--- src/rtl/tpif_pkg.sv ---
// tpif_pkg: constants and types for the timer and pin interrupt flag block
// assumes a single system clock and the plain register port of the block
package tpif_pkg;

   // register offsets on the i/o register port
   localparam logic [7:0] ADDR_MCU_CTRL   = 8'h35;
   localparam logic [7:0] ADDR_MCU_EXT    = 8'h36;
   localparam logic [7:0] ADDR_TMR_FLAGS  = 8'h38;
   localparam logic [7:0] ADDR_TMR_MASK   = 8'h39;
   localparam logic [7:0] ADDR_PIN_FLAGS  = 8'h3a;
   localparam logic [7:0] ADDR_PIN_MASK   = 8'h3b;

   // reset values
   localparam logic [7:0] RST_REG         = 8'h00;

   // mcu_general_control fields
   localparam int         MCU_XMEM_EN     = 7;
   localparam int         MCU_XMEM_WAIT   = 6;
   localparam int         MCU_SLEEP_OK    = 5;
   localparam int         MCU_SLEEP_HI    = 4;
   localparam int         MCU_SENSE_B_LSB = 2;
   localparam int         MCU_SENSE_A_LSB = 0;

   // mcu_extended_control fields
   localparam int         EXT_SLEEP_LO    = 7;
   localparam int         EXT_WAIT_LSB    = 1;
   localparam int         EXT_PIN_C_EDGE  = 0;

   // pin mask / flag positions, index 0 = pin a, 1 = pin b, 2 = pin c
   localparam logic [2:0][2:0] PIN_BIT    = {3'd5, 3'd7, 3'd6};
   localparam logic [7:0] PIN_MASK_USED   = 8'he0;

   // vector addresses, timer flags indexed by flag bit, pins by pin index
   localparam logic [7:0][7:0] TMR_VEC    = {8'h12, 8'h0e, 8'h10, 8'h0a,
                                             8'h0c, 8'h08, 8'h16, 8'h14};
   localparam logic [2:0][7:0] PIN_VEC    = {8'h06, 8'h04, 8'h02};

   // port bits taken by the external memory strobes
   localparam int         PORTD_WR_BIT    = 6;
   localparam int         PORTD_RD_BIT    = 7;
   localparam int         PORTE_ALE_BIT   = 1;

   // sense encodings shared by the pins
   typedef enum logic [1:0]
   {
      SENSE_LOW_LEVEL = 2'b00,
      SENSE_ANY_EDGE  = 2'b01,
      SENSE_FALLING   = 2'b10,
      SENSE_RISING    = 2'b11
   } tpif_sense_t;

   typedef enum logic [1:0]
   {
      SLEEP_IDLE       = 2'b00,
      SLEEP_RESERVED   = 2'b01,
      SLEEP_POWER_DOWN = 2'b10,
      SLEEP_POWER_SAVE = 2'b11
   } tpif_sleep_t;

   // register port request
   typedef struct packed
   {
      logic [7:0] addr;
      logic [7:0] wdata;
      logic       wr;
      logic       rd;
   } tpif_reg_req_t;

   // one-cycle event strobes from the timers
   typedef struct packed
   {
      logic cnt1_wrap;
      logic cnt1_turn;
      logic cnt1_tick;
      logic cnt2_wrap;
      logic cnt2_tick;
      logic cnt0_wrap;
      logic cnt0_tick;
      logic capture;
   } tpif_tmr_evt_t;

   // port direction set, a c d e
   typedef struct packed
   {
      logic [7:0] a;
      logic [7:0] c;
      logic [7:0] d;
      logic [7:0] e;
   } tpif_port_dir_t;

endpackage

--- src/rtl/tpif_core.sv ---
// tpif_core: timer interrupt flags, external pin interrupts, mcu control bits
// assumes timers, cpu sequencer and port logic run on sys_clk; pins are async
//
// The plain strobed port is this design's own decision.
`timescale 1ns/1ps

module tpif_core
(
   input  wire logic                     sys_clk,
   input  wire logic                     sys_rst,
   input  wire tpif_pkg::tpif_reg_req_t  reg_req,
   output logic [7:0]                    reg_rdata,
   input  wire logic                     global_irq_enable,
   input  wire logic                     vec_exec,
   input  wire logic [7:0]               vec_addr,
   input  wire tpif_pkg::tpif_tmr_evt_t  tmr_evt,
   input  wire logic                     cnt1_pwm_mode,
   input  wire logic [15:0]              cnt1_value,
   input  wire logic [15:0]              cnt1_compare_a_value,
   input  wire logic [15:0]              cnt1_compare_b_value,
   input  wire logic [7:0]               cnt2_value,
   input  wire logic [7:0]               cnt2_compare_value,
   input  wire logic [7:0]               cnt0_value,
   input  wire logic [7:0]               cnt0_compare_value,
   input  wire logic                     ext_irq_pin_a,
   input  wire logic                     ext_irq_pin_b,
   input  wire logic                     ext_irq_pin_c,
   input  wire logic                     sleep_instr,
   input  wire tpif_pkg::tpif_port_dir_t port_dir,
   input  wire logic                     xmem_ad_drive,
   output logic [7:0]                    timer_irq_req,
   output logic [2:0]                    pin_irq_req,
   output logic                          sleep_enter,
   output tpif_pkg::tpif_sleep_t         sleep_kind,
   output logic                          ext_memory_enable,
   output logic [6:0]                    xmem_wait_cfg,
   output tpif_pkg::tpif_port_dir_t      port_dir_eff
);

   logic [7:0]                  mcu_general_control;
   logic [7:0]                  mcu_extended_control;
   logic [7:0]                  timer_irq_mask;
   logic [7:0]                  timer_interrupt_flags;
   logic [7:0]                  pin_irq_mask;
   logic [7:0]                  pin_irq_flags;
   logic [7:0]                  next_timer_flags;
   logic [7:0]                  next_pin_flags;
   logic [7:0]                  tmr_set;
   logic [7:0]                  tmr_vec_clr;
   logic [7:0]                  pin_set;
   logic [7:0]                  pin_vec_clr;
   logic [7:0]                  pin_level_req;
   logic [2:0]                  pin_raw;
   logic [2:0]                  pin_meta;
   logic [2:0]                  pin_sync;
   logic [2:0]                  pin_prev;
   tpif_pkg::tpif_sense_t [2:0] pin_sense;
   logic                        wr_tmr_flags;
   logic                        wr_pin_flags;

   assign pin_raw = {ext_irq_pin_c, ext_irq_pin_b, ext_irq_pin_a};

   // register writes
   assign wr_tmr_flags = reg_req.wr && (reg_req.addr == tpif_pkg::ADDR_TMR_FLAGS);
   assign wr_pin_flags = reg_req.wr && (reg_req.addr == tpif_pkg::ADDR_PIN_FLAGS);

   always_ff @(posedge sys_clk)
   begin
      if (sys_rst)
      begin
         mcu_general_control <= tpif_pkg::RST_REG;
      end
      else if (reg_req.wr && (reg_req.addr == tpif_pkg::ADDR_MCU_CTRL))
      begin
         mcu_general_control <= reg_req.wdata;
      end
   end

   always_ff @(posedge sys_clk)
   begin
      if (sys_rst)
      begin
         mcu_extended_control <= tpif_pkg::RST_REG;
      end
      else if (reg_req.wr && (reg_req.addr == tpif_pkg::ADDR_MCU_EXT))
      begin
         mcu_extended_control <= reg_req.wdata;
      end
   end

   always_ff @(posedge sys_clk)
   begin
      if (sys_rst)
      begin
         timer_irq_mask <= tpif_pkg::RST_REG;
      end
      else if (reg_req.wr && (reg_req.addr == tpif_pkg::ADDR_TMR_MASK))
      begin
         timer_irq_mask <= reg_req.wdata;
      end
   end

   always_ff @(posedge sys_clk)
   begin
      if (sys_rst)
      begin
         pin_irq_mask <= tpif_pkg::RST_REG;
      end
      else if (reg_req.wr && (reg_req.addr == tpif_pkg::ADDR_PIN_MASK))
      begin
         pin_irq_mask <= reg_req.wdata & tpif_pkg::PIN_MASK_USED;
      end
   end

   assign tmr_set[7] = cnt1_pwm_mode ? tmr_evt.cnt1_turn : tmr_evt.cnt1_wrap;
   assign tmr_set[6] = tmr_evt.cnt1_tick && (cnt1_value == cnt1_compare_a_value);
   assign tmr_set[5] = tmr_evt.cnt1_tick && (cnt1_value == cnt1_compare_b_value);
   assign tmr_set[4] = tmr_evt.cnt2_wrap;
   assign tmr_set[3] = tmr_evt.capture;
   assign tmr_set[2] = tmr_evt.cnt2_tick && (cnt2_value == cnt2_compare_value);
   assign tmr_set[1] = tmr_evt.cnt0_wrap;
   assign tmr_set[0] = tmr_evt.cnt0_tick && (cnt0_value == cnt0_compare_value);

   genvar gi;
   generate
      for (gi = 0; gi < 8; gi++)
      begin : g_tmr
         assign tmr_vec_clr[gi] = vec_exec && (vec_addr == tpif_pkg::TMR_VEC[gi]);
      end
   endgenerate

   // write one clears; set wins over clear
   always_comb
   begin
      next_timer_flags = timer_interrupt_flags;
      if (wr_tmr_flags)
      begin
         next_timer_flags = next_timer_flags & ~reg_req.wdata;
      end
      next_timer_flags = (next_timer_flags & ~tmr_vec_clr) | tmr_set;
   end

   always_ff @(posedge sys_clk)
   begin
      if (sys_rst)
      begin
         timer_interrupt_flags <= tpif_pkg::RST_REG;
      end
      else
      begin
         timer_interrupt_flags <= next_timer_flags;
      end
   end

   // two-stage synchroniser, then a history stage for edges
   always_ff @(posedge sys_clk)
   begin
      if (sys_rst)
      begin
         pin_meta <= 3'h7;
         pin_sync <= 3'h7;
         pin_prev <= 3'h7;
      end
      else
      begin
         pin_meta <= pin_raw;
         pin_sync <= pin_meta;
         pin_prev <= pin_sync;
      end
   end

   // pin b sense; pin a same code; pin c edge only
   assign pin_sense[0] = tpif_pkg::tpif_sense_t'(
                            mcu_general_control[tpif_pkg::MCU_SENSE_A_LSB +: 2]);
   assign pin_sense[1] = tpif_pkg::tpif_sense_t'(
                            mcu_general_control[tpif_pkg::MCU_SENSE_B_LSB +: 2]);
   assign pin_sense[2] = mcu_extended_control[tpif_pkg::EXT_PIN_C_EDGE]
                         ? tpif_pkg::SENSE_RISING : tpif_pkg::SENSE_FALLING;

   generate
      for (gi = 0; gi < 3; gi++)
      begin : g_pin
         logic rise;
         logic fall;
         logic hit;
         assign rise = pin_sync[gi] && !pin_prev[gi];
         assign fall = !pin_sync[gi] && pin_prev[gi];
         always_comb
         begin
            unique case (pin_sense[gi])
               tpif_pkg::SENSE_LOW_LEVEL: hit = 1'b0;
               tpif_pkg::SENSE_ANY_EDGE:  hit = rise || fall;
               tpif_pkg::SENSE_FALLING:   hit = fall;
               tpif_pkg::SENSE_RISING:    hit = rise;
            endcase
         end
         // pin level read regardless of its direction
         assign pin_set[tpif_pkg::PIN_BIT[gi]] = hit;
         // low level requests while held low
         assign pin_level_req[tpif_pkg::PIN_BIT[gi]] =
            (pin_sense[gi] == tpif_pkg::SENSE_LOW_LEVEL) && !pin_sync[gi];
         // vector execution clears the pin flag
         assign pin_vec_clr[tpif_pkg::PIN_BIT[gi]] =
            vec_exec && (vec_addr == tpif_pkg::PIN_VEC[gi]);
         // request gated by mask and global bit
         assign pin_irq_req[gi] = global_irq_enable
            && pin_irq_mask[tpif_pkg::PIN_BIT[gi]]
            && (pin_irq_flags[tpif_pkg::PIN_BIT[gi]]
                || pin_level_req[tpif_pkg::PIN_BIT[gi]]);
      end
   endgenerate

   assign pin_set[4:0]       = 5'h00;
   assign pin_level_req[4:0] = 5'h00;
   assign pin_vec_clr[4:0]   = 5'h00;

   // write one clears; set wins over clear
   always_comb
   begin
      next_pin_flags = pin_irq_flags;
      if (wr_pin_flags)
      begin
         next_pin_flags = next_pin_flags & ~reg_req.wdata;
      end
      next_pin_flags = ((next_pin_flags & ~pin_vec_clr) | pin_set)
                       & tpif_pkg::PIN_MASK_USED;
   end

   always_ff @(posedge sys_clk)
   begin
      if (sys_rst)
      begin
         pin_irq_flags <= tpif_pkg::RST_REG;
      end
      else
      begin
         pin_irq_flags <= next_pin_flags;
      end
   end

   // timer request needs global, enable and flag
   // counter-0 compare at bit 0 follows the same gate
   assign timer_irq_req = timer_interrupt_flags & timer_irq_mask
                          & {8{global_irq_enable}};

   // register read, data one cycle after the strobe, unmapped reads zero
   always_ff @(posedge sys_clk)
   begin
      if (sys_rst)
      begin
         reg_rdata <= 8'h00;
      end
      else if (reg_req.rd)
      begin
         unique case (reg_req.addr)
            tpif_pkg::ADDR_MCU_CTRL:  reg_rdata <= mcu_general_control;
            tpif_pkg::ADDR_MCU_EXT:   reg_rdata <= mcu_extended_control;
            tpif_pkg::ADDR_TMR_FLAGS: reg_rdata <= timer_interrupt_flags;
            tpif_pkg::ADDR_TMR_MASK:  reg_rdata <= timer_irq_mask;
            tpif_pkg::ADDR_PIN_FLAGS: reg_rdata <= pin_irq_flags;
            tpif_pkg::ADDR_PIN_MASK:  reg_rdata <= pin_irq_mask;
            default:                  reg_rdata <= 8'h00;
         endcase
      end
      else
      begin
         reg_rdata <= 8'h00;
      end
   end

   // sleep control
   always_ff @(posedge sys_clk)
   begin
      if (sys_rst)
      begin
         sleep_enter <= 1'b0;
      end
      else
      begin
         sleep_enter <= sleep_instr && mcu_general_control[tpif_pkg::MCU_SLEEP_OK];
      end
   end

   always_ff @(posedge sys_clk)
   begin
      if (sys_rst)
      begin
         sleep_kind <= tpif_pkg::SLEEP_IDLE;
      end
      else
      begin
         // kind from hi and lo bits
         sleep_kind <= tpif_pkg::tpif_sleep_t'(
                          {mcu_general_control[tpif_pkg::MCU_SLEEP_HI],
                           mcu_extended_control[tpif_pkg::EXT_SLEEP_LO]});
      end
   end

   // external memory pin ownership
   always_ff @(posedge sys_clk)
   begin
      if (sys_rst)
      begin
         ext_memory_enable <= 1'b0;
      end
      else
      begin
         ext_memory_enable <= mcu_general_control[tpif_pkg::MCU_XMEM_EN];
      end
   end

   always_ff @(posedge sys_clk)
   begin
      if (sys_rst)
      begin
         xmem_wait_cfg <= 7'h00;
      end
      else
      begin
         xmem_wait_cfg <= {mcu_extended_control[tpif_pkg::EXT_WAIT_LSB +: 6],
                           mcu_general_control[tpif_pkg::MCU_XMEM_WAIT]};
      end
   end

   always_ff @(posedge sys_clk)
   begin
      if (sys_rst)
      begin
         port_dir_eff <= '0;
      end
      else
      begin
         port_dir_eff <= port_dir;
         if (mcu_general_control[tpif_pkg::MCU_XMEM_EN])
         begin
            port_dir_eff.a                          <= {8{xmem_ad_drive}};
            port_dir_eff.c                          <= 8'hff;
            port_dir_eff.d[tpif_pkg::PORTD_WR_BIT]  <= 1'b1;
            port_dir_eff.d[tpif_pkg::PORTD_RD_BIT]  <= 1'b1;
            port_dir_eff.e[tpif_pkg::PORTE_ALE_BIT] <= 1'b1;
         end
      end
   end

endmodule

--- config.mk ---
export PLATFORM = sky130hd
export DESIGN_NAME = tpif_core
export DESIGN_NICKNAME = d
export VERILOG_FILES = /design/src/rtl/tpif_pkg.sv /design/src/rtl/tpif_core.sv
export SDC_FILE = /design/constraint.sdc
export NUM_CORES = 1
export LEC_CHECK = 0
export BUFFER_PORTS_ARGS = -buffer_cell sky130_fd_sc_hd__buf_2
export CORE_MARGIN = 4
export CORE_UTILIZATION = 40
export DETAILED_ROUTE_END_ITERATION = 16
export PLACE_DENSITY = 0.81
export SLEW_MARGIN = 20
export SYNTH_ARGS = -nofsm -noshare
export SYNTH_HDL_FRONTEND = slang
export SYNTH_SLANG_ARGS = --single-unit
--- constraint.sdc ---
create_clock -name sys_clk -period 1.9 [get_ports sys_clk]
set_input_delay 0.57 -clock sys_clk [delete_from_list [all_inputs] [get_ports sys_clk]]
set_output_delay 0.57 -clock sys_clk [all_outputs]
set_load 0.05 [all_outputs]
After elaboration in Yosys (flattened, before gate mapping)
Index checks and enable logic that the tools add are counted.
Word-level totals
  bits in registers: 103
  input port bits: 156
  output and inout port bits: 62
Cells by class
  equality and inequality tests: 30
  mux-type cells: 10
  bitwise operators: 12
  reduce and logical (&&, ||, !) cells: 53
Operators with widths (number)
  $and 8x8->8: 6
  $eq 8x6->1 const B: 6
  $pmux 8 s6: 1
  $logic_and 1x1->1: 37
  $eq 16x16->1: 2
  $eq 8x4->1 const B: 4
  $eq 8x5->1 const B: 4
  $not 8->8: 3
  $mux 18: 1
  $eq 8x3->1 const B: 2
  $eq 8x8->1: 2
  $mux 8: 2
  $or 8x8->8: 2
  $eq 2x2->1 const B: 6
  $pmux 1 s4: 3
  $eq 8x2->1 const B: 1
  $eq 2x1->1 const B: 3
  $logic_not 1->1: 6
  $logic_not 2->1: 3
  $logic_or 1x1->1: 6
  $mux 1: 3
  $reduce_or 2->1: 1
  $not 1->1: 1

Logic depth before layout (Yosys ltp)
Gate-level depths: netlist of the first run.
  depth in word-level cells: 5
  gate-level depth with buffers: 6
  depth with buffers taken out: 6

Least setup slack after synthesis of the first run
OpenSTA, ideal clock, no wires.
  kind: input-to-output
  from: input global_irq_enable
  to: output pin_irq_req[2]
  data arrival time: 1.254 ns
  required time: 1.330 ns
  setup slack: 0.076 ns
  cell stages on the path: 2
  buffers on the path: 1
  path through: clkbuf_1 and3_1
Between the ends
  longest elaborated chain between the ends: 2
Ends and longest elaborated chain
  start, declared: RTL line tpif_core.sv:13  | input wire logic global_irq_enable,
  $logic_and 1x1->1: RTL line tpif_core.sv:207  | && pin_irq_mask[tpif_pkg::PIN_BIT[gi]]
  $logic_and 1x1->1: RTL line tpif_core.sv:208  | && (pin_irq_flags[tpif_pkg::PIN_BIT[gi]]
  end, declared: RTL line tpif_core.sv:32  | output logic [2:0] pin_irq_req,
Every way passes these cells.

Final worst setup path of the first run
  from: register mcu_general_control[3]
  to: output pin_irq_req[1]
Between the ends
  longest elaborated chain between the ends: 4
Ends and longest elaborated chain
  start, declared: RTL line tpif_core.sv:40  | logic [7:0] mcu_general_control;
  start signal, assigned: RTL line tpif_core.sv:71  | mcu_general_control <= tpif_pkg::RST_REG;
  start signal, assigned: RTL line tpif_core.sv:75  | mcu_general_control <= reg_req.wdata;
  $logic_not 2->1: RTL line tpif_core.sv:201  | (pin_sense[gi] == tpif_pkg::SENSE_LOW_LEVEL) && !pin_sync[gi];
  $logic_and 1x1->1: RTL line tpif_core.sv:201
  $logic_or 1x1->1: RTL line tpif_core.sv:209  | || pin_level_req[tpif_pkg::PIN_BIT[gi]]);
  $logic_and 1x1->1: RTL line tpif_core.sv:208
Every way passes these cells.

==> run summary, run 1 <==
Antenna Nets Post-Route -> 0
CTS Buffer Depth -> 2
1st-iter DRT viols -> 276
WP buf/inv -> 1
H-tree levels -> 3
pin count of the biggest net entering global routing -> 42
critical path class -> reg2out
Worst path slowest cell -> dfxtp_2
Post-Synth XOR/XNOR Area -> 9.54%
post-synth top area share -> 44.5%
max_slew headroom -> 69.5%
Root Buffer -> clkbuf_8
synth cell count leaders -> 98 x dfxtp_1, 62 x nor2_1, 38 x xor2_1
most frequent cell after synthesis -> dfxtp_1
CP Launch Type -> flip-flop
input/output buffers -> 217
Least-Margin Pin Slew -> 457 ps
number of global-route vias before repair -> 4407
Post-Layout Cell Count -> 847
CTS tree -> yes
count of final setup violators -> 0
Initial DRT Pass Iterations -> 4
Comb power frac -> 16.1%
multiplexer area fraction after synthesis -> 8.26%
FP Rows -> 38
Power Dens Cells -> 676 nW/um2
Tcrit/Tclk final -> 97.4%
P_sw -> 1.17 mW
synthesized flop and latch total -> 98
first-pass GRT wire length -> 21.5 mm
top cell family by delay on the critical path -> flip-flops
Inserted Clock Buffers -> 9
Worst Path Max Fanout -> 5
num ports -> 218
Synth Area in Adders -> 1.14%
CTS clk-pin slew, worst paths -> 90 ps
clk_lat worst skew -> 370 ps
RD Place Congestion -> 0.887
Synth Area in Compound Gates -> 8.03%
drt total wl -> 13.8 mm
CTS sink count -> 98
overall power -> 4.09 mW
Lkg Pwr -> 2.85 nW
total grt overflow -> 0
GRT Util Overall -> 20.9%
vias per cell -> 5.01
Worst Setup SP -> mcu_general_control[3]
Synthesis Warnings -> 0
combinational family with the most area after synthesis -> simple AND/OR/NAND/NOR gates
status -> finished clean
DPL Wire Length -> 11.1 mm
via count -> 4240
max_cap viols -> 0
Netlist cell types -> 50
Hold Buf Count CTS -> 0
largest stage delay on the critical path -> 370 ps
Hold Path Class -> in2reg
RSZ-0062 raised after global routing -> false
Int Power -> 2.91 mW
clock skew -> 11.0 ps
Avg WL per Cell -> 16.2 um
Die ar. -> 12800 um2
Initial Utilization -> 40.8%
Worst IR Drop VDD -> 0.455 mV
CP required -> 1330 ps
sequential power share -> 52.0%
drt drc -> 0
die width -> 113 um
Final min period -> 1850 ps
Max Fclk -> 540 MHz
crit path DAT -> 1280 ps
number of flops mapped to enable cells by yosys -> 0
clock share of power -> 31.9%
cell taking the most area after synthesis -> dfxtp_1
Mapped Cells -> 467
Synth Area in Simple Gates -> 25.5%
Crit. End Element -> primary output
Nets -> 862
Reg-to-Reg Start -> pin_sync[0]
ant diodes -> 0
Slew Limit Fails -> 0
switching part of the total -> 28.7%
layout cells sized above 1 -> 40.5%
final hold vios -> 0
die height -> 113 um
FFs w/ async S/R, synth -> 0%
leading post-synthesis cells by cell area -> dfxtp_1 45%, xor2_1 7.6%, mux2i_1 7.5%
Post-synth top flop -> dfxtp_1
placed insts -> 831
synthesized area -> 4410 um2
antenna violations before repair -> 0
Core ar. -> 10800 um2
syn nets -> 627
critical path, cell by cell -> nor3_1 > o211a_1 > buf_6
hold_sp -> ext_irq_pin_a
Area Growth Syn to Fin -> 37.1%
Final TNS setup -> 0 ps
Avg Cell Area, Syn -> 9.44 um2
Seq/Total Area, Yosys -> 44.5%
-- routing by layer --
metal	wire length, um	share of wire [%]	global-route usage [%]
met1	5390	39	24.5
met4	156	1.1	5.29
met5	0	0	0
met3	1110	8.1	5.08
met2	7110	52	38.2
-- flip-flops by register name, summed over array words and instances (netlist names) --
register / flops
mcu_extended_control: 8
pin_irq_flags: 3
timer_interrupt_flags: 8
pin_meta: 3
sleep_kind: 2
pin_sync: 3
timer_irq_mask: 8
reg_rdata: 8
xmem_wait_cfg: 7
mcu_general_control: 8
pin_irq_mask: 3
pin_prev: 3
sleep_enter: 1
port_dir_eff: 32
ext_memory_enable: 1
-- through the flow --
stage | setup WS [ps] | hold slack [ps] | area, um2 | utilization, %
floorplan | 76.4 | 389 | 4410 | -
global placement | 12.0 | 400 | 5830 | 54.0
detailed placement | -12.5 | 395 | 5830 | 54.0
CTS | 15.1 | 371 | 6030 | 55.9
global route | 4.43 | 363 | 6040 | 56.0
finish | 49.2 | 382 | 6040 | 56.0
-- logic make-up after synthesis --
group	after synthesis
buffers and inverters	30
adders and majority gates	4
and+or+nand+nor	204
muxes	35
DFF	98
AOI/OAI and AO/OA	48
xor gates and xnor gates	48
-- cell usage in the layout, fill, tap and decap left out, types with 11 or more instances in the layout --
cell type	netlist	layout
and3_1	11	11
nor2b_1	28	28
dfxtp_1	98	95
nand4_1	14	14
nor2_1	62	62
buf_2	5	215
buf_4	2	28
mux2i_1	33	33
a21oi_1	15	15
xor2_1	38	38
nand3_1	19	19
-- power groups by stage --
stage	clock (mW)	combinational, mW	sequential, mW
after floorplan	0	0.209	2.30
after global placement	0	0.642	2.17
after detailed placement	0	0.658	2.17
after CTS	1.33	0.660	2.13
after global routing	1.44	0.711	2.13
final	1.30	0.659	2.13
-- path summary, 6_finish.rpt --
kind / slack [ps] / cells past startpoint / to
worst min register to register: 430 / 1 / pin_sync[1]
worst max register to register: 540 / 6 / pin_irq_flags[6]
worst min-delay path: 380 / 2 / pin_meta[0]
worst max-delay path: 50 / 3 / pin_irq_req[1]
-- cell type report --
type / count / area, um2
Tap cell: 140 / 175
Clock buffer: 11 / 141
Fill cell: 965 / 4750
Sequential cell: 98 / 1970
Inverter: 6 / 22.5
Timing Repair Buffer: 248 / 1370
Clock inverter: 5 / 45.0
Multi-Input combinational cell: 339 / 2320
-- timing repair --
| action | 4_1_cts | 5_1_grt |
|---|---|---|
| gates resized for setup | 5 | 4 |
| buffers inserted | 0 | 0 |
| endpoints found under the hold margin | 0 | 0 |
| setup endpoints to repair | 2 | 2 |
| pin swaps | 0 | 1 |
(Power assumes the default switching activity.)
==> run 2, diff against run 1 <==
--- a/config.mk
+++ b/config.mk
@@ -5,11 +5,11 @@
 export SDC_FILE = /design/constraint.sdc
 export NUM_CORES = 1
 export LEC_CHECK = 0
-export BUFFER_PORTS_ARGS = -buffer_cell sky130_fd_sc_hd__buf_2
 export CORE_MARGIN = 4
 export CORE_UTILIZATION = 40
 export DETAILED_ROUTE_END_ITERATION = 16
-export PLACE_DENSITY = 0.81
+export DONT_BUFFER_PORTS = 1
+export PLACE_DENSITY = 0.64
 export SLEW_MARGIN = 20
 export SYNTH_ARGS = -nofsm -noshare
 export SYNTH_HDL_FRONTEND = slang
==> run 2 against run 1 <==
Largest power group unchanged. Cell count is 26% lower. First-iteration DRC count is 43% lower. Hold slack worse by 120 ps. Largest cell class unchanged.
==> run summary, run 2 (synthesized netlist as in run 1, its figures left out) <==
Avg WL per Cell -> 20.0 um
fillcell total -> 1041
max_cap viols -> 0
Max Fclk -> 538 MHz
clk_lat worst skew -> 360 ps
Worst Setup SP -> mcu_general_control[0]
Tcrit/Tclk final -> 97.7%
CTS clk-pin slew, worst paths -> 100 ps
CTS tree -> yes
R2R Path End -> pin_irq_flags[6]
Initial DRT Pass Iterations -> 4
FP Rows -> 38
RSZ-0062 raised after global routing -> true
most frequent cells in the layout -> 94 x dfxtp_1, 62 x nor2_1, 38 x xor2_1
via count -> 3458
Root Buffer -> clkbuf_8
input/output buffers -> 0
Reg-to-Reg Start -> pin_sync[0]
max_slew headroom -> 64.7%
Slew Limit Fails -> 0
CTS sink count -> 98
Final TNS setup -> 0 ps
flop-to-flop setup slack -> 410 ps
num ports -> 218
critical path class -> reg2out
count of final setup violators -> 0
vias per cell -> 5.49
Setup crit end -> pin_irq_req[0]
antenna violations before repair -> 1
Area Growth Syn to Fin -> 12.7%
die width -> 113 um
H-tree levels -> 3
die height -> 113 um
1st-iter DRT viols -> 158
Inserted Clock Buffers -> 9
overall power -> 4.00 mW
Core ar. -> 10800 um2
drt total wl -> 12.6 mm
layout cells sized above 1 -> 14.5%
Hold Path Class -> in2reg
number of global-route vias before repair -> 3538
total grt overflow -> 0
CP required -> 1330 ps
Lkg Pwr -> 1.94 nW
Final min period -> 1860 ps
CP Launch Type -> flip-flop
max FFs per register -> 32
Initial Utilization -> 40.8%
final design utilization -> 46.0%
DPL Wire Length -> 9.94 mm
final hold vios -> 0
Worst IR Drop VDD -> 0.412 mV
final instance area -> 4970 um2
CTS Buffer Depth -> 2
GRT Util Overall -> 19.2%
Worst Path Max Fanout -> 4
Antenna Nets Post-Route -> 0
status -> finished clean
Crit. End Element -> primary output
worst reg2reg path depth -> 6
crit path DAT -> 1290 ps
RD Place Congestion -> 0.883
largest register by flop count -> port_dir_eff
pin count of the biggest net entering global routing -> 95
Least-Margin Pin Slew -> 529 ps
drt drc -> 0
Power Dens Cells -> 805 nW/um2
Placement Cell Area -> 4690 um2
first-pass GRT wire length -> 19.2 mm
Die ar. -> 12800 um2
Nets -> 645
clock skew -> 8.20 ps
most common cell after layout, fill and taps aside -> dfxtp_1
==> run 2: through the flow <==
step / worst slack [ps] / instances / hold slack, ps
2_1_floorplan: 76.4 / 467 / 389
3_3_place_gp: 164 / 612 / 393
3_5_place_dp: 111 / 612 / 396
4_1_cts: -1.24 / 627 / 244
5_1_grt: -8.69 / 630 / 233
6_report: 43.0 / 630 / 266
==> run 2: critical path, cell delays in order, from the launching register on <==
cell and delay [ps]:
dfxtp_4 370, nor3_4 170, o211a_1 210, buf_6 170
==> run 2: power by group <==
part | internal (mW) | switching (mW)
logic | 0.122 | 0.0963
registers | 2.10 | 0.156
clock network | 0.782 | 0.741
total | 3.01 | 0.993
==> run 2: cell type report <==
cell class	count	area (um2)	share of cell area, %
tap	140	175	3.53
clock inverter	5	87.6	1.76
inverter	6	22.5	0.454
sequential	98	1970	39.7
clock buffer	10	138	2.77
antenna	1	2.50	0.0504
multi-input combinational	339	2330	46.9
timing repair buffer	31	240	4.84
==> run 2: how the worst min path moves through the flow <==
| stage | start | to | slack (ps) | cells past startpoint |
|---|---|---|---|---|
| after global routing | sys_rst | port_dir_eff[30] | 230 | 1 |
| after floorplan | pin_meta[0] | pin_sync[0] | 390 | 1 |
| after global placement | pin_meta[2] | pin_sync[2] | 390 | 1 |
| final | sys_rst | port_dir_eff[30] | 270 | 1 |
| after detailed placement | pin_meta[2] | pin_sync[2] | 400 | 1 |
| after CTS | sys_rst | port_dir_eff[27] | 240 | 1 |
==> run 2: metal layers <==
layer	GRT usage, %	part of all wire, %	wire (um)
met5	0	0	0
met4	6.01	2.2	277
met3	6.20	8.7	1090
met2	34.2	51	6420
met1	21.9	38	4820
==> run 2: timing repair <==
action,in CTS,in global routing
setup buffers,0,2
gates cloned,0,0
setup endpoints to repair,2,2
hold buffers,0,0
pin swaps,2,3
resized for setup,5,6
==> run 3, diff against run 2 <==
==> constraint.sdc (replaced) <==
create_clock -name sys_clk -period 1.9 [get_ports sys_clk]
set_input_delay 0.475 -clock sys_clk [delete_from_list [all_inputs] [get_ports sys_clk]]
set_output_delay 0.475 -clock sys_clk [all_outputs]
set_load 0.05 [all_outputs]
==> run 3 against run 2 <==
Sequential cell count did not move. Die area did not move. Setup slack improved by 26 ps. Utilization fell by 1.0 points. Largest cell class unchanged. Critical endpoint unchanged. First-iteration DRC count rose by 30%. Clock-buffer cell count fell by 1. Via count fell by 0.64%. Clock skew rose by 2.8 ps. Sequential power barely moved. Highest routed layer unchanged. Register-to-register slack improved by 120 ps.
==> run summary, run 3 (synthesized netlist as in run 1, its figures left out) <==
status -> finished clean
worst reg2reg path depth -> 6
Least-Margin Pin Slew -> 526 ps
Initial Utilization -> 40.8%
count of final setup violators -> 0
Max Fclk -> 546 MHz
Area Growth Syn to Fin -> 10.2%
most frequent cells in the layout -> 98 x dfxtp_1, 62 x nor2_1, 38 x xor2_1
die height -> 113 um
antenna violations before repair -> 1
Final min period -> 1830 ps
placed insts -> 605
Nets -> 636
total grt overflow -> 0
Core ar. -> 10800 um2
Tcrit/Tclk final -> 96.4%
CP Launch Type -> flip-flop
Avg WL per Cell -> 20.4 um
postcts setup bufs -> 0
area of the multi-input gates -> 2320 um2
layout cells sized above 1 -> 12.5%
Inserted Clock Buffers -> 9
drt drc -> 0
CTS Buffer Depth -> 2
area occupied by registers -> 1960 um2
CTS sink count -> 98
Placement Cell Area -> 4640 um2
Crit. End Element -> primary output
via count -> 3436
Post-Layout Cell Count -> 622
most common cell after layout, fill and taps aside -> dfxtp_1
Final TNS setup -> 0 ps
first-pass GRT wire length -> 19.2 mm
clk_lat worst skew -> 380 ps
CTS tree -> yes
max FFs per register -> 32
crit path DAT -> 1360 ps
critical path, cell by cell -> nor3_1 > o211a_4
drt total wl -> 12.7 mm
RSZ-0062 raised after global routing -> false
Antenna Nets Post-Route -> 0
Hold Buf Count CTS -> 0
Worst path slowest cell -> dfxtp_1
Hold Path Class -> in2reg
max_slew headroom -> 64.9%
Worst IR Drop VDD -> 0.622 mV
flop-to-flop setup slack -> 530 ps
Worst Path Max Fanout -> 5
R2R Path End -> pin_irq_flags[6]
largest register by flop count -> port_dir_eff
Worst Setup SP -> mcu_general_control[0]
input/output buffers -> 0
max_cap viols -> 0
Slew Limit Fails -> 0
vias per cell -> 5.52
Reg-to-Reg Start -> pin_sync[0]
fillcell total -> 1050
1st-iter DRT viols -> 206
Setup crit end -> pin_irq_req[0]
final hold vios -> 0
CP required -> 1420 ps
Power Dens Cells -> 803 nW/um2
Initial DRT Pass Iterations -> 5
num ports -> 218
largest stage delay on the critical path -> 370 ps
Lkg Pwr -> 1.87 nW
Die ar. -> 12800 um2
FP Rows -> 38
number of global-route vias before repair -> 3468
RD Place Congestion -> 0.921
GRT Util Overall -> 19.7%
H-tree levels -> 3
critical path class -> reg2out
final instance area -> 4860 um2
Root Buffer -> clkbuf_8
clock skew -> 11.0 ps
pin count of the biggest net entering global routing -> 95
die width -> 113 um
DPL Wire Length -> 9.94 mm
CTS clk-pin slew, worst paths -> 110 ps
==> run 3: area by class of cell <==
class | count | share of cell area, %
Multi-Input combinational cell | 339 | 47.8
Sequential cell | 98 | 40.4
Tap cell | 140 | 3.61
Timing Repair Buffer | 22 | 3.40
Clock buffer | 9 | 2.55
Clock inverter | 7 | 1.70
Inverter | 6 | 0.464
Antenna cell | 1 | 0.0515
==> run 3: repair_timing <==
item                                   4_1_cts  5_1_grt
endpoints found under the hold margin        0        0
setup endpoints to repair                    2        2
resized for setup                            2        2
pin swaps                                    0        1
==> run 3: per-layer routing <==
metal  vias up  GRT usage [%]  wire length (um)
li1       1636              -                 -
met1      1621           22.6              4970
met2       158           33.9              6400
met3        21           5.24               970
met4         0           9.38               350
met5         -              0                 0
==> run 3: per-stage QoR <==
stage                     hold slack, ps  util, %  power, mW  setup WS [ps]
after floorplan                      389        -       2.51            266
after global placement               398     43.0       2.53            239
after detailed placement             399     43.0       2.53            208
after CTS                            118     44.9       3.98          -15.9
after global routing                 123     45.0       4.09           6.97
final                                164     45.0       3.90           69.1
==> run 3: worst min path at each step <==
stage,start,to,depth (start not counted)
finish,sys_rst,port_dir_eff[27],1
global route,sys_rst,port_dir_eff[30],1
CTS,sys_rst,pin_irq_flags[7],1
detailed placement,pin_meta[0],pin_sync[0],1
global placement,pin_meta[2],pin_sync[2],1
floorplan,pin_meta[0],pin_sync[0],1
==> run 3: worst max-delay path: cells and delay by family, from the launching register on <==
| family | cells | cell delay, ps |
|---|---|---|
| flip-flops | 1 | 370 |
| AO/OA/AOI/OAI | 1 | 310 |
| AND/OR/NAND/NOR | 1 | 290 |
==> run 3: where the power goes <==
part / total, mW / switching [mW] / internal [mW]
combinational: 0.218 / 0.0963 / 0.121
sequential: 2.26 / 0.157 / 2.11
clock: 1.42 / 0.790 / 0.629
total: 3.90 / 1.04 / 2.86
